--- config.mk ---
export PLATFORM = sky130hd
export DESIGN_NAME = move_instruction_decode
export DESIGN_NICKNAME = d
export VERILOG_FILES = /design/src/hw/move_decode_pkg.sv /design/src/hw/move_instruction_decode.sv /design/src/hw/cycle_counter.sv
export SDC_FILE = /design/constraint.sdc
export NUM_CORES = 1
export LEC_CHECK = 0
export BUFFER_PORTS_ARGS = -buffer_cell sky130_fd_sc_hd__buf_2
export CAP_MARGIN = 40
export CORE_MARGIN = 10
export CORE_UTILIZATION = 45
export CTS_BUF_LIST = sky130_fd_sc_hd__clkbuf_2 sky130_fd_sc_hd__clkbuf_4 sky130_fd_sc_hd__clkbuf_8
export DETAILED_ROUTE_END_ITERATION = 8
export GPL_TIMING_DRIVEN = 0
export PLACE_DENSITY = 0.68
export REMOVE_ABC_BUFFERS = 1
export SLEW_MARGIN = 40
export SYNTH_ARGS = -nofsm -noshare
export SYNTH_HDL_FRONTEND = slang
export SYNTH_SLANG_ARGS = --single-unit
--- constraint.sdc ---
create_clock -name clk -period 2.43 [get_ports clk]
set_clock_uncertainty 0.2 [all_clocks]
set_input_delay 0.3645 -clock clk [delete_from_list [all_inputs] [get_ports clk]]
set_output_delay 0.3645 -clock clk [all_outputs]
set_load 0.03 [all_outputs]
--- src/hw/move_decode_pkg.sv ---
// shared constants and carriers for the move instruction decoder
package move_decode_pkg;
	localparam logic [7:0] ESCAPE_BYTE      = 8'h0F; // two-byte opcode escape
	localparam logic [7:0] OP_DEBUG_WRITE   = 8'h23; // general reg to debug reg
	localparam logic [7:0] OP_DEBUG_READ    = 8'h21; // debug reg to general reg
	localparam logic [7:0] OP_TEST_WRITE    = 8'h26; // general reg to test reg
	localparam logic [7:0] OP_TEST_READ     = 8'h24; // test reg to general reg
	localparam logic [6:0] OP_STRING_COPY   = 7'h52; // 1010010w
	localparam logic [6:0] OP_SIGN_EXTEND   = 7'h5F; // 1011111w
	localparam logic [6:0] OP_ZERO_EXTEND   = 7'h5B; // 1011011w
	localparam logic [1:0] MODE_REGISTER    = 2'h3;  // mod field of register form
	localparam logic [7:0] CLK_DEBUG_WRITE  = 8'h0A; // 10 clocks
	localparam logic [7:0] CLK_DEBUG_READ   = 8'h09; // 9 clocks
	localparam logic [7:0] CLK_TEST_MOVE    = 8'h04; // 4 clocks
	localparam logic [7:0] CLK_STRING_COPY  = 8'h07; // 7 clocks on hit
	localparam logic [7:0] CLK_SIGN_REG     = 8'h02; // 2 clocks
	localparam logic [7:0] CLK_EXTEND_MEM   = 8'h03; // 3 clocks
	localparam logic [7:0] CLK_ZERO_EXTEND  = 8'h03; // 3 clocks both forms
	localparam logic [7:0] CLK_MISS_PENALTY = 8'h02; // added on cache miss
	localparam logic [7:0] CLK_ZERO         = 8'h00; // idle count
	localparam logic [2:0] TEST_REG_LOWEST  = 3'h3;  // test regs 3..7 only

	// decoded operation kinds
	typedef enum logic [3:0] {
		OPK_NONE,
		OPK_DEBUG_WRITE,
		OPK_DEBUG_READ,
		OPK_TEST_WRITE,
		OPK_TEST_READ,
		OPK_STRING_COPY,
		OPK_SIGN_EXTEND,
		OPK_ZERO_EXTEND,
		OPK_INVALID
	} op_kind_t;

	// element / source size
	typedef enum logic [1:0] {
		SIZE_BYTE,
		SIZE_WORD,
		SIZE_DWORD
	} op_size_t;

	// result handed to register file and memory path
	typedef struct packed {
		op_kind_t   kind;        // operation decoded
		op_size_t   src_size;    // source element size
		op_size_t   dst_size;    // destination size
		logic [2:0] special_reg; // debug or test register number
		logic [2:0] gen_reg;     // general register (reg / reg1)
		logic [2:0] rm_reg;      // r/m or reg2 field
		logic       mem_source;  // memory operand form
	} decoded_op_t;
endpackage : move_decode_pkg

--- src/hw/move_instruction_decode.sv ---
// decoder and timing for debug/test register moves, string copy, extending moves
`timescale 1ns/100ps
`default_nettype none
module move_instruction_decode
	import move_decode_pkg::*;
(
	input  wire logic        clk,          // 25 MHz core clock
	input  wire logic        reset_n,      // async reset, active low
	input  wire logic [7:0]  fetch_byte,   // instruction byte from front end
	input  wire logic        fetch_valid,  // fetch_byte is valid
	input  wire logic        operand_32,   // current operand size is 32 bits
	input  wire logic        cache_miss,   // operand access missed, sampled at decode end
	output logic             fetch_ready,  // decoder can take a byte
	output decoded_op_t      op,           // decoded operation
	output logic             op_valid,     // pulse: op decoded, execution starts
	output logic [7:0]       op_clocks,    // clocks charged for op
	output logic             op_done,      // pulse: execution finished
	output logic             op_invalid    // pulse: unsupported encoding
);
	// decoder phases
	typedef enum logic [1:0] {
		PH_FIRST,   // expecting first opcode byte
		PH_SECOND,  // after escape byte
		PH_MODRM,   // expecting operand byte
		PH_EXEC     // waiting for execution count
	} phase_t;

	// whole decoder state
	typedef struct packed {
		phase_t      phase;    // current phase
		logic [7:0]  opcode;   // second opcode byte
		decoded_op_t op;       // result
		logic        valid;    // op_valid pulse
		logic [7:0]  clocks;   // charged clocks
		logic        invalid;  // op_invalid pulse
		logic        done;     // op_done pulse, counter end one clock late
		logic        ready;    // fetch_ready
	} dec_state_t;

	dec_state_t state;      // registered state
	dec_state_t next_state; // next value
	logic       exec_busy;  // counter running
	logic       exec_done;  // counter end pulse

	// size of full operand for current mode
	function automatic op_size_t full_size(input logic wide);
		full_size = wide ? SIZE_DWORD : SIZE_WORD;
	endfunction : full_size

	// cost of the decoded op including any miss penalty
	function automatic logic [7:0] op_cost(input decoded_op_t d, input logic miss);
		logic [7:0] base;
		logic       mem;
		base = CLK_ZERO;
		mem  = 1'b0;
		case (d.kind)
			OPK_DEBUG_WRITE: base = CLK_DEBUG_WRITE;
			OPK_DEBUG_READ:  base = CLK_DEBUG_READ;
			OPK_TEST_WRITE:  base = CLK_TEST_MOVE;
			OPK_TEST_READ:   base = CLK_TEST_MOVE;
			OPK_STRING_COPY: begin
				base = CLK_STRING_COPY;
				mem  = 1'b1;
			end
			OPK_SIGN_EXTEND: begin
				base = d.mem_source ? CLK_EXTEND_MEM : CLK_SIGN_REG;
				mem  = d.mem_source;
			end
			OPK_ZERO_EXTEND: begin
				base = CLK_ZERO_EXTEND;
				mem  = d.mem_source;
			end
			default: base = CLK_ZERO;
		endcase
		op_cost = (mem && miss) ? base + CLK_MISS_PENALTY : base;
	endfunction : op_cost

	// decode sequence
	always_comb begin
		next_state         = state;
		next_state.valid   = 1'b0;
		next_state.invalid = 1'b0;
		next_state.done    = exec_done; // end pulse goes out one clock after the counter
		case (state.phase)
			// first byte: escape or single-byte string copy
			PH_FIRST: begin
				next_state.ready = 1'b1;
				if (fetch_valid && state.ready) begin
					next_state.op = '0;
					if (fetch_byte == ESCAPE_BYTE) begin
						next_state.phase = PH_SECOND;
					end else if (fetch_byte[7:1] == OP_STRING_COPY) begin
						next_state.op.kind       = OPK_STRING_COPY;
						next_state.op.mem_source = 1'b1;
						next_state.op.src_size   = fetch_byte[0] ?
							full_size(operand_32) : SIZE_BYTE;
						next_state.op.dst_size   = next_state.op.src_size;
						next_state.phase         = PH_EXEC;
						next_state.ready         = 1'b0;
					end else begin
						next_state.invalid = 1'b1; // not in this slice
					end
				end
			end
			// second byte picks the operation kind
			PH_SECOND: begin
				if (fetch_valid) begin
					next_state.opcode = fetch_byte;
					next_state.phase  = PH_MODRM;
					if (fetch_byte == OP_DEBUG_WRITE) begin
						next_state.op.kind = OPK_DEBUG_WRITE;
					end else if (fetch_byte == OP_DEBUG_READ) begin
						next_state.op.kind = OPK_DEBUG_READ;
					end else if (fetch_byte == OP_TEST_WRITE) begin
						next_state.op.kind = OPK_TEST_WRITE;
					end else if (fetch_byte == OP_TEST_READ) begin
						next_state.op.kind = OPK_TEST_READ;
					end else if (fetch_byte[7:1] == OP_SIGN_EXTEND) begin
						next_state.op.kind = OPK_SIGN_EXTEND;
					end else if (fetch_byte[7:1] == OP_ZERO_EXTEND) begin
						next_state.op.kind = OPK_ZERO_EXTEND;
					end else begin
						next_state.invalid = 1'b1;
						next_state.phase   = PH_FIRST;
					end
				end
			end
			// operand byte: register fields, form and sizes
			PH_MODRM: begin
				if (fetch_valid) begin
					next_state.phase            = PH_EXEC;
					next_state.ready            = 1'b0;
					next_state.op.special_reg   = fetch_byte[5:3];
					next_state.op.gen_reg       = fetch_byte[5:3];
					next_state.op.rm_reg        = fetch_byte[2:0];
					next_state.op.src_size      = SIZE_DWORD;
					next_state.op.dst_size      = SIZE_DWORD;
					case (state.op.kind)
						OPK_DEBUG_WRITE, OPK_DEBUG_READ: begin
							next_state.op.gen_reg = fetch_byte[2:0];
							// eee 100 and 101 have no debug register
							if (fetch_byte[7:6] != MODE_REGISTER ||
								fetch_byte[5:4] == 2'h2) begin
								next_state.op.kind = OPK_INVALID;
							end
						end
						OPK_TEST_WRITE, OPK_TEST_READ: begin
							next_state.op.gen_reg = fetch_byte[2:0];
							if (fetch_byte[7:6] != MODE_REGISTER ||
								fetch_byte[5:3] < TEST_REG_LOWEST) begin
								next_state.op.kind = OPK_INVALID;
							end
						end
						default: begin // extending moves
							next_state.op.mem_source = fetch_byte[7:6] != MODE_REGISTER;
							next_state.op.dst_size   = full_size(operand_32);
							next_state.op.src_size   = state.opcode[0] ?
								SIZE_WORD : SIZE_BYTE;
						end
					endcase
				end
			end
			// charge, count, then reopen the fetch side
			PH_EXEC: begin
				if (state.op.kind == OPK_INVALID) begin
					// refused encoding: pulse and wait for a new first byte
					next_state.invalid = 1'b1;
					next_state.phase   = PH_FIRST;
					next_state.ready   = 1'b1;
				end else if (state.done) begin
					// end pulse is out: ready returns one clock after it
					next_state.phase = PH_FIRST;
					next_state.ready = 1'b1;
				end else if (!state.valid && !exec_busy && !exec_done) begin
					// first clock here: charge the op and start the count;
					// the end pulse guard stops a finished op being charged twice
					next_state.valid  = 1'b1;
					next_state.clocks = op_cost(state.op, cache_miss);
				end
			end
			default: next_state.phase = PH_FIRST;
		endcase
	end

	// state register
	always_ff @(posedge clk or negedge reset_n) begin
		if (!reset_n) begin
			state <= '0;
		end else begin
			state <= next_state;
		end
	end

	// execution timing
	cycle_counter #(
		.WIDTH (8)
	) u_counter (
		.clk     (clk),
		.reset_n (reset_n),
		.load    (state.valid),
		.cost    (state.clocks),
		.busy    (exec_busy),
		.done    (exec_done)
	);

	assign fetch_ready = state.ready;
	assign op          = state.op;
	assign op_valid    = state.valid;
	assign op_clocks   = state.clocks;
	assign op_done     = state.done;
	assign op_invalid  = state.invalid;
endmodule : move_instruction_decode
`default_nettype wire

--- src/hw/cycle_counter.sv ---
// execution clock counter: loads a cost, counts down, pulses when done
`timescale 1ns/100ps
`default_nettype none
module cycle_counter
	import move_decode_pkg::*;
#(
	parameter int WIDTH = 8 // counter width
) (
	input  wire logic             clk,     // core clock
	input  wire logic             reset_n, // async reset, active low
	input  wire logic             load,    // start a new count
	input  wire logic [WIDTH-1:0] cost,    // clocks to spend, at least 1
	output var  logic             busy,    // counting
	output var  logic             done     // one-cycle pulse at end
);
	// whole state of the counter
	typedef struct packed {
		logic [WIDTH-1:0] remain; // clocks left
		logic             busy;   // running
		logic             done;   // end pulse
	} count_state_t;

	count_state_t state;      // registered state
	count_state_t next_state; // next value

	// next-state logic
	always_comb begin
		next_state      = state;
		next_state.done = 1'b0;
		if (load) begin
			next_state.remain = cost - WIDTH'(1);
			next_state.busy   = 1'b1;
			if (cost <= WIDTH'(1)) begin // single-clock cost finishes now
				next_state.busy = 1'b0;
				next_state.done = 1'b1;
			end
		end else if (state.busy) begin
			if (state.remain <= WIDTH'(1)) begin // last clock
				next_state.busy   = 1'b0;
				next_state.done   = 1'b1;
				next_state.remain = '0;
			end else begin
				next_state.remain = state.remain - WIDTH'(1);
			end
		end
	end

	// state register
	always_ff @(posedge clk or negedge reset_n) begin
		if (!reset_n) begin
			state <= '0;
		end else begin
			state <= next_state;
		end
	end

	assign busy = state.busy;
	assign done = state.done;
endmodule : cycle_counter
`default_nettype wire

==> run metrics <==
GPL Wtd Cong=roughly 0.88; Max-slew headroom=0.599; Final Cell Area=between 2000 and 3000 um^2; startpoint types=flop; Core Util, Final=0.500; worst slew pin tran=between 0.6 and 0.7 ns; post-DR wirelength/cell=about 16 um; WHS=0.176 ns; deepest clock path buffer count=2; fraction of the cycle the final worst path needs=0.971; clock sink total=40; final worst path period need=roughly 2.4 ns; DRC=0; Critical Path AT=around 2.4 ns; Layout area overhead=9.20%; leakage power=around 1.3 nW; Synth top area share=0.374; standard-cell row count=28; Initial DRC Count=slightly above 90; die width=about 97 um; Avg Inst Size Synth=roughly 9.0 um^2; synth warn=0; max incr delay on CP=~0.44 ns; RSZ-0062 raised after global routing=no; H-tree depth=2; clock latency on the worst-skew pair=~0.3 ns; Seq/Total Area, Yosys=0.374; Seq cells post-synth=40; initial antenna violation count=0; CTS Root Cell=clkbuf_8; starting density of the core=0.458; synthesized area=approximately 2700 um^2; CP bufs+invs=1; most frequent cells in the layout=dfrtp_1, buf_2, nand2_1; number of synthesized flops with an enable pin=0; Detailed Route WL=6110 um; outcome=finished, final reports clean; Required @ worst endpoint=around 2.4 ns; slowest stage cell on the critical path=a2111oi_4; total power=a little under 4 mW; TNS Setup=0 ns; synth top area cells=dfrtp_1, buf_4, ha_1; Pre-antenna DRT Iters=4; Nets=roughly 340; # port buffers=39; die area=~9400 um^2; CP endpoint kind=flop; Die Y=between 90 and 100 um; critical path's top delay family=compound AO/OA/AOI/OAI gates; largest net degree at the start of global routing=41; Unique masters post-synth=between 50 and 60; Ant. Diodes=0; f_max=around 420 MHz; Area after DPL=about 2700 um^2; PwrDens=around 1300 nW/um^2; layout cells sized above 1=0.241; Post-synth top flop=dfrtp_1; setup violators final=0; Slew Limit Fails=0; Worst-path clk slew=approximately 0.08 ns; area leader, netlist=dfrtp_1; worst vdd ir=0.699 mV; post-synthesis cell count=around 300; total I/O pin count=43; Core Area=5850 um^2; Total Routing Usage GR=0.126; CTS tree=built; Hold Vio Cnt, Final=0; CP Class=flop to flop; first-pass GRT wire length=~10000 um; CP max FO=5; routed vias=~2100; MaxCap Viol Count=0; number of global-route vias before repair=2100; Vias/cell=around 5.5; Hold WC Path Type=primary input to flop; cts bufs inserted=5; worst-path cell chain=inv_1, ha_2, or2_1, a2bb2oi_2, a2111oi_4, nand3_4, mux2_4; antenna viol nets, final=0; fraction of registers with async set/reset=1.00; GRT Residual Overflow=0; post-DP HPWL=between 4000 and 5000 um
registers in the layout, summed over array words and instances, names as in the netlist:
register	flops
op	18
u_counter.state	8
op_done	1
fetch_ready	1
state	3
op_valid	1
u_counter.busy	1
op_invalid	1
u_counter.done	1
op_clocks	5
logic make-up after synthesis:
group	Yosys count	synth area share
fa+ha+maj	11	0.0514
mux	13	0.0542
simple gates	96	0.187
xor+xnor	4	0.0131
compound gates	78	0.200
buf+inv	55	0.120
flops	40	0.374
other cells	1	0.00140
Yosys cell counts (4+ instances only):
master,count
clkbuf_1,6
a21oi_1,18
nor3_1,12
buf_2,4
inv_1,17
nand3b_1,5
nor2_1,18
o31ai_1,5
ha_1,11
mux2i_1,7
buf_4,27
o21ai_0,19
nand3_1,4
mux2_2,4
o21a_1,4
dfrtp_1,40
nand2_1,36
final cells by class:
class / count / area (um^2)
Clock buffer: 6 / 82.6
Clock inverter: 2 / 10.0
Fill cell: 568 / 2930
Inverter: 17 / 63.8
Multi-Input combinational cell: 205 / 1420
Sequential cell: 40 / 1000
Tap cell: 75 / 93.8
Timing Repair Buffer: 46 / 253
final timing paths:
kind / cells past startpoint / slack, ns / end / from
setup / recovery: 7 / 0.07 / op[15] / state[38]
hold / removal: 3 / 0.18 / op[7] / fetch_byte[3]
setup reg to reg: 7 / 0.07 / op[15] / state[38]
hold reg to reg: 0 / 0.23 / op_done / u_counter.done
max in group asynchronous: 2 / 1.29 / state[39] / reset_n
min in group asynchronous: 2 / 0.36 / op_done / reset_n
worst reg2reg max path: cells and delay by family, from the launching register on:
family                   cells  cell delay, ns
AND/OR/NAND/NOR              2            0.41
multiplexers                 1            0.32
adder cells (fa/ha/maj)      1            0.23
flip-flops                   1            0.40
buffers and inverters        1            0.09
AO/OA/AOI/OAI                2            0.61
what timing repair did:
action	4_1_cts	5_1_grt
setup endpoints to repair	10	4
hold buffers	1	0
setup buffers	0	6
resized for setup	5	5
hold endpoints to repair	40	0
pin swaps	1	3
report_power, final:
| group | switching, mW | internal (mW) | leakage [nW] | total, mW |
|---|---|---|---|---|
| registers | 0.321 | 0.946 | 0.519 | 1.27 |
| clock network | 0.239 | 0.227 | 0.0510 | 0.466 |
| logic | 1.27 | 0.867 | 0.775 | 2.14 |
| total | 1.83 | 2.04 | 1.34 | 3.87 |
per-layer routing:
metal  wire [um]  track usage  share of wire  vias up
li1            -            -              -     1064
met1        2780        0.149           0.45     1031
met2        3020        0.219           0.49       37
met3         236       0.0313          0.039        7
met4          74       0.0386          0.012        0
met5           0            0              0        -
metrics by stage:
step | worst slack [ns] | instances
CTS | 0.0351 | 385
floorplan | -0.0632 | 262
detailed placement | -0.352 | 376
global route | 0.00312 | 391
global placement | -0.280 | 376
finish | 0.0693 | 391
Power figures use the tool's default switching activity.
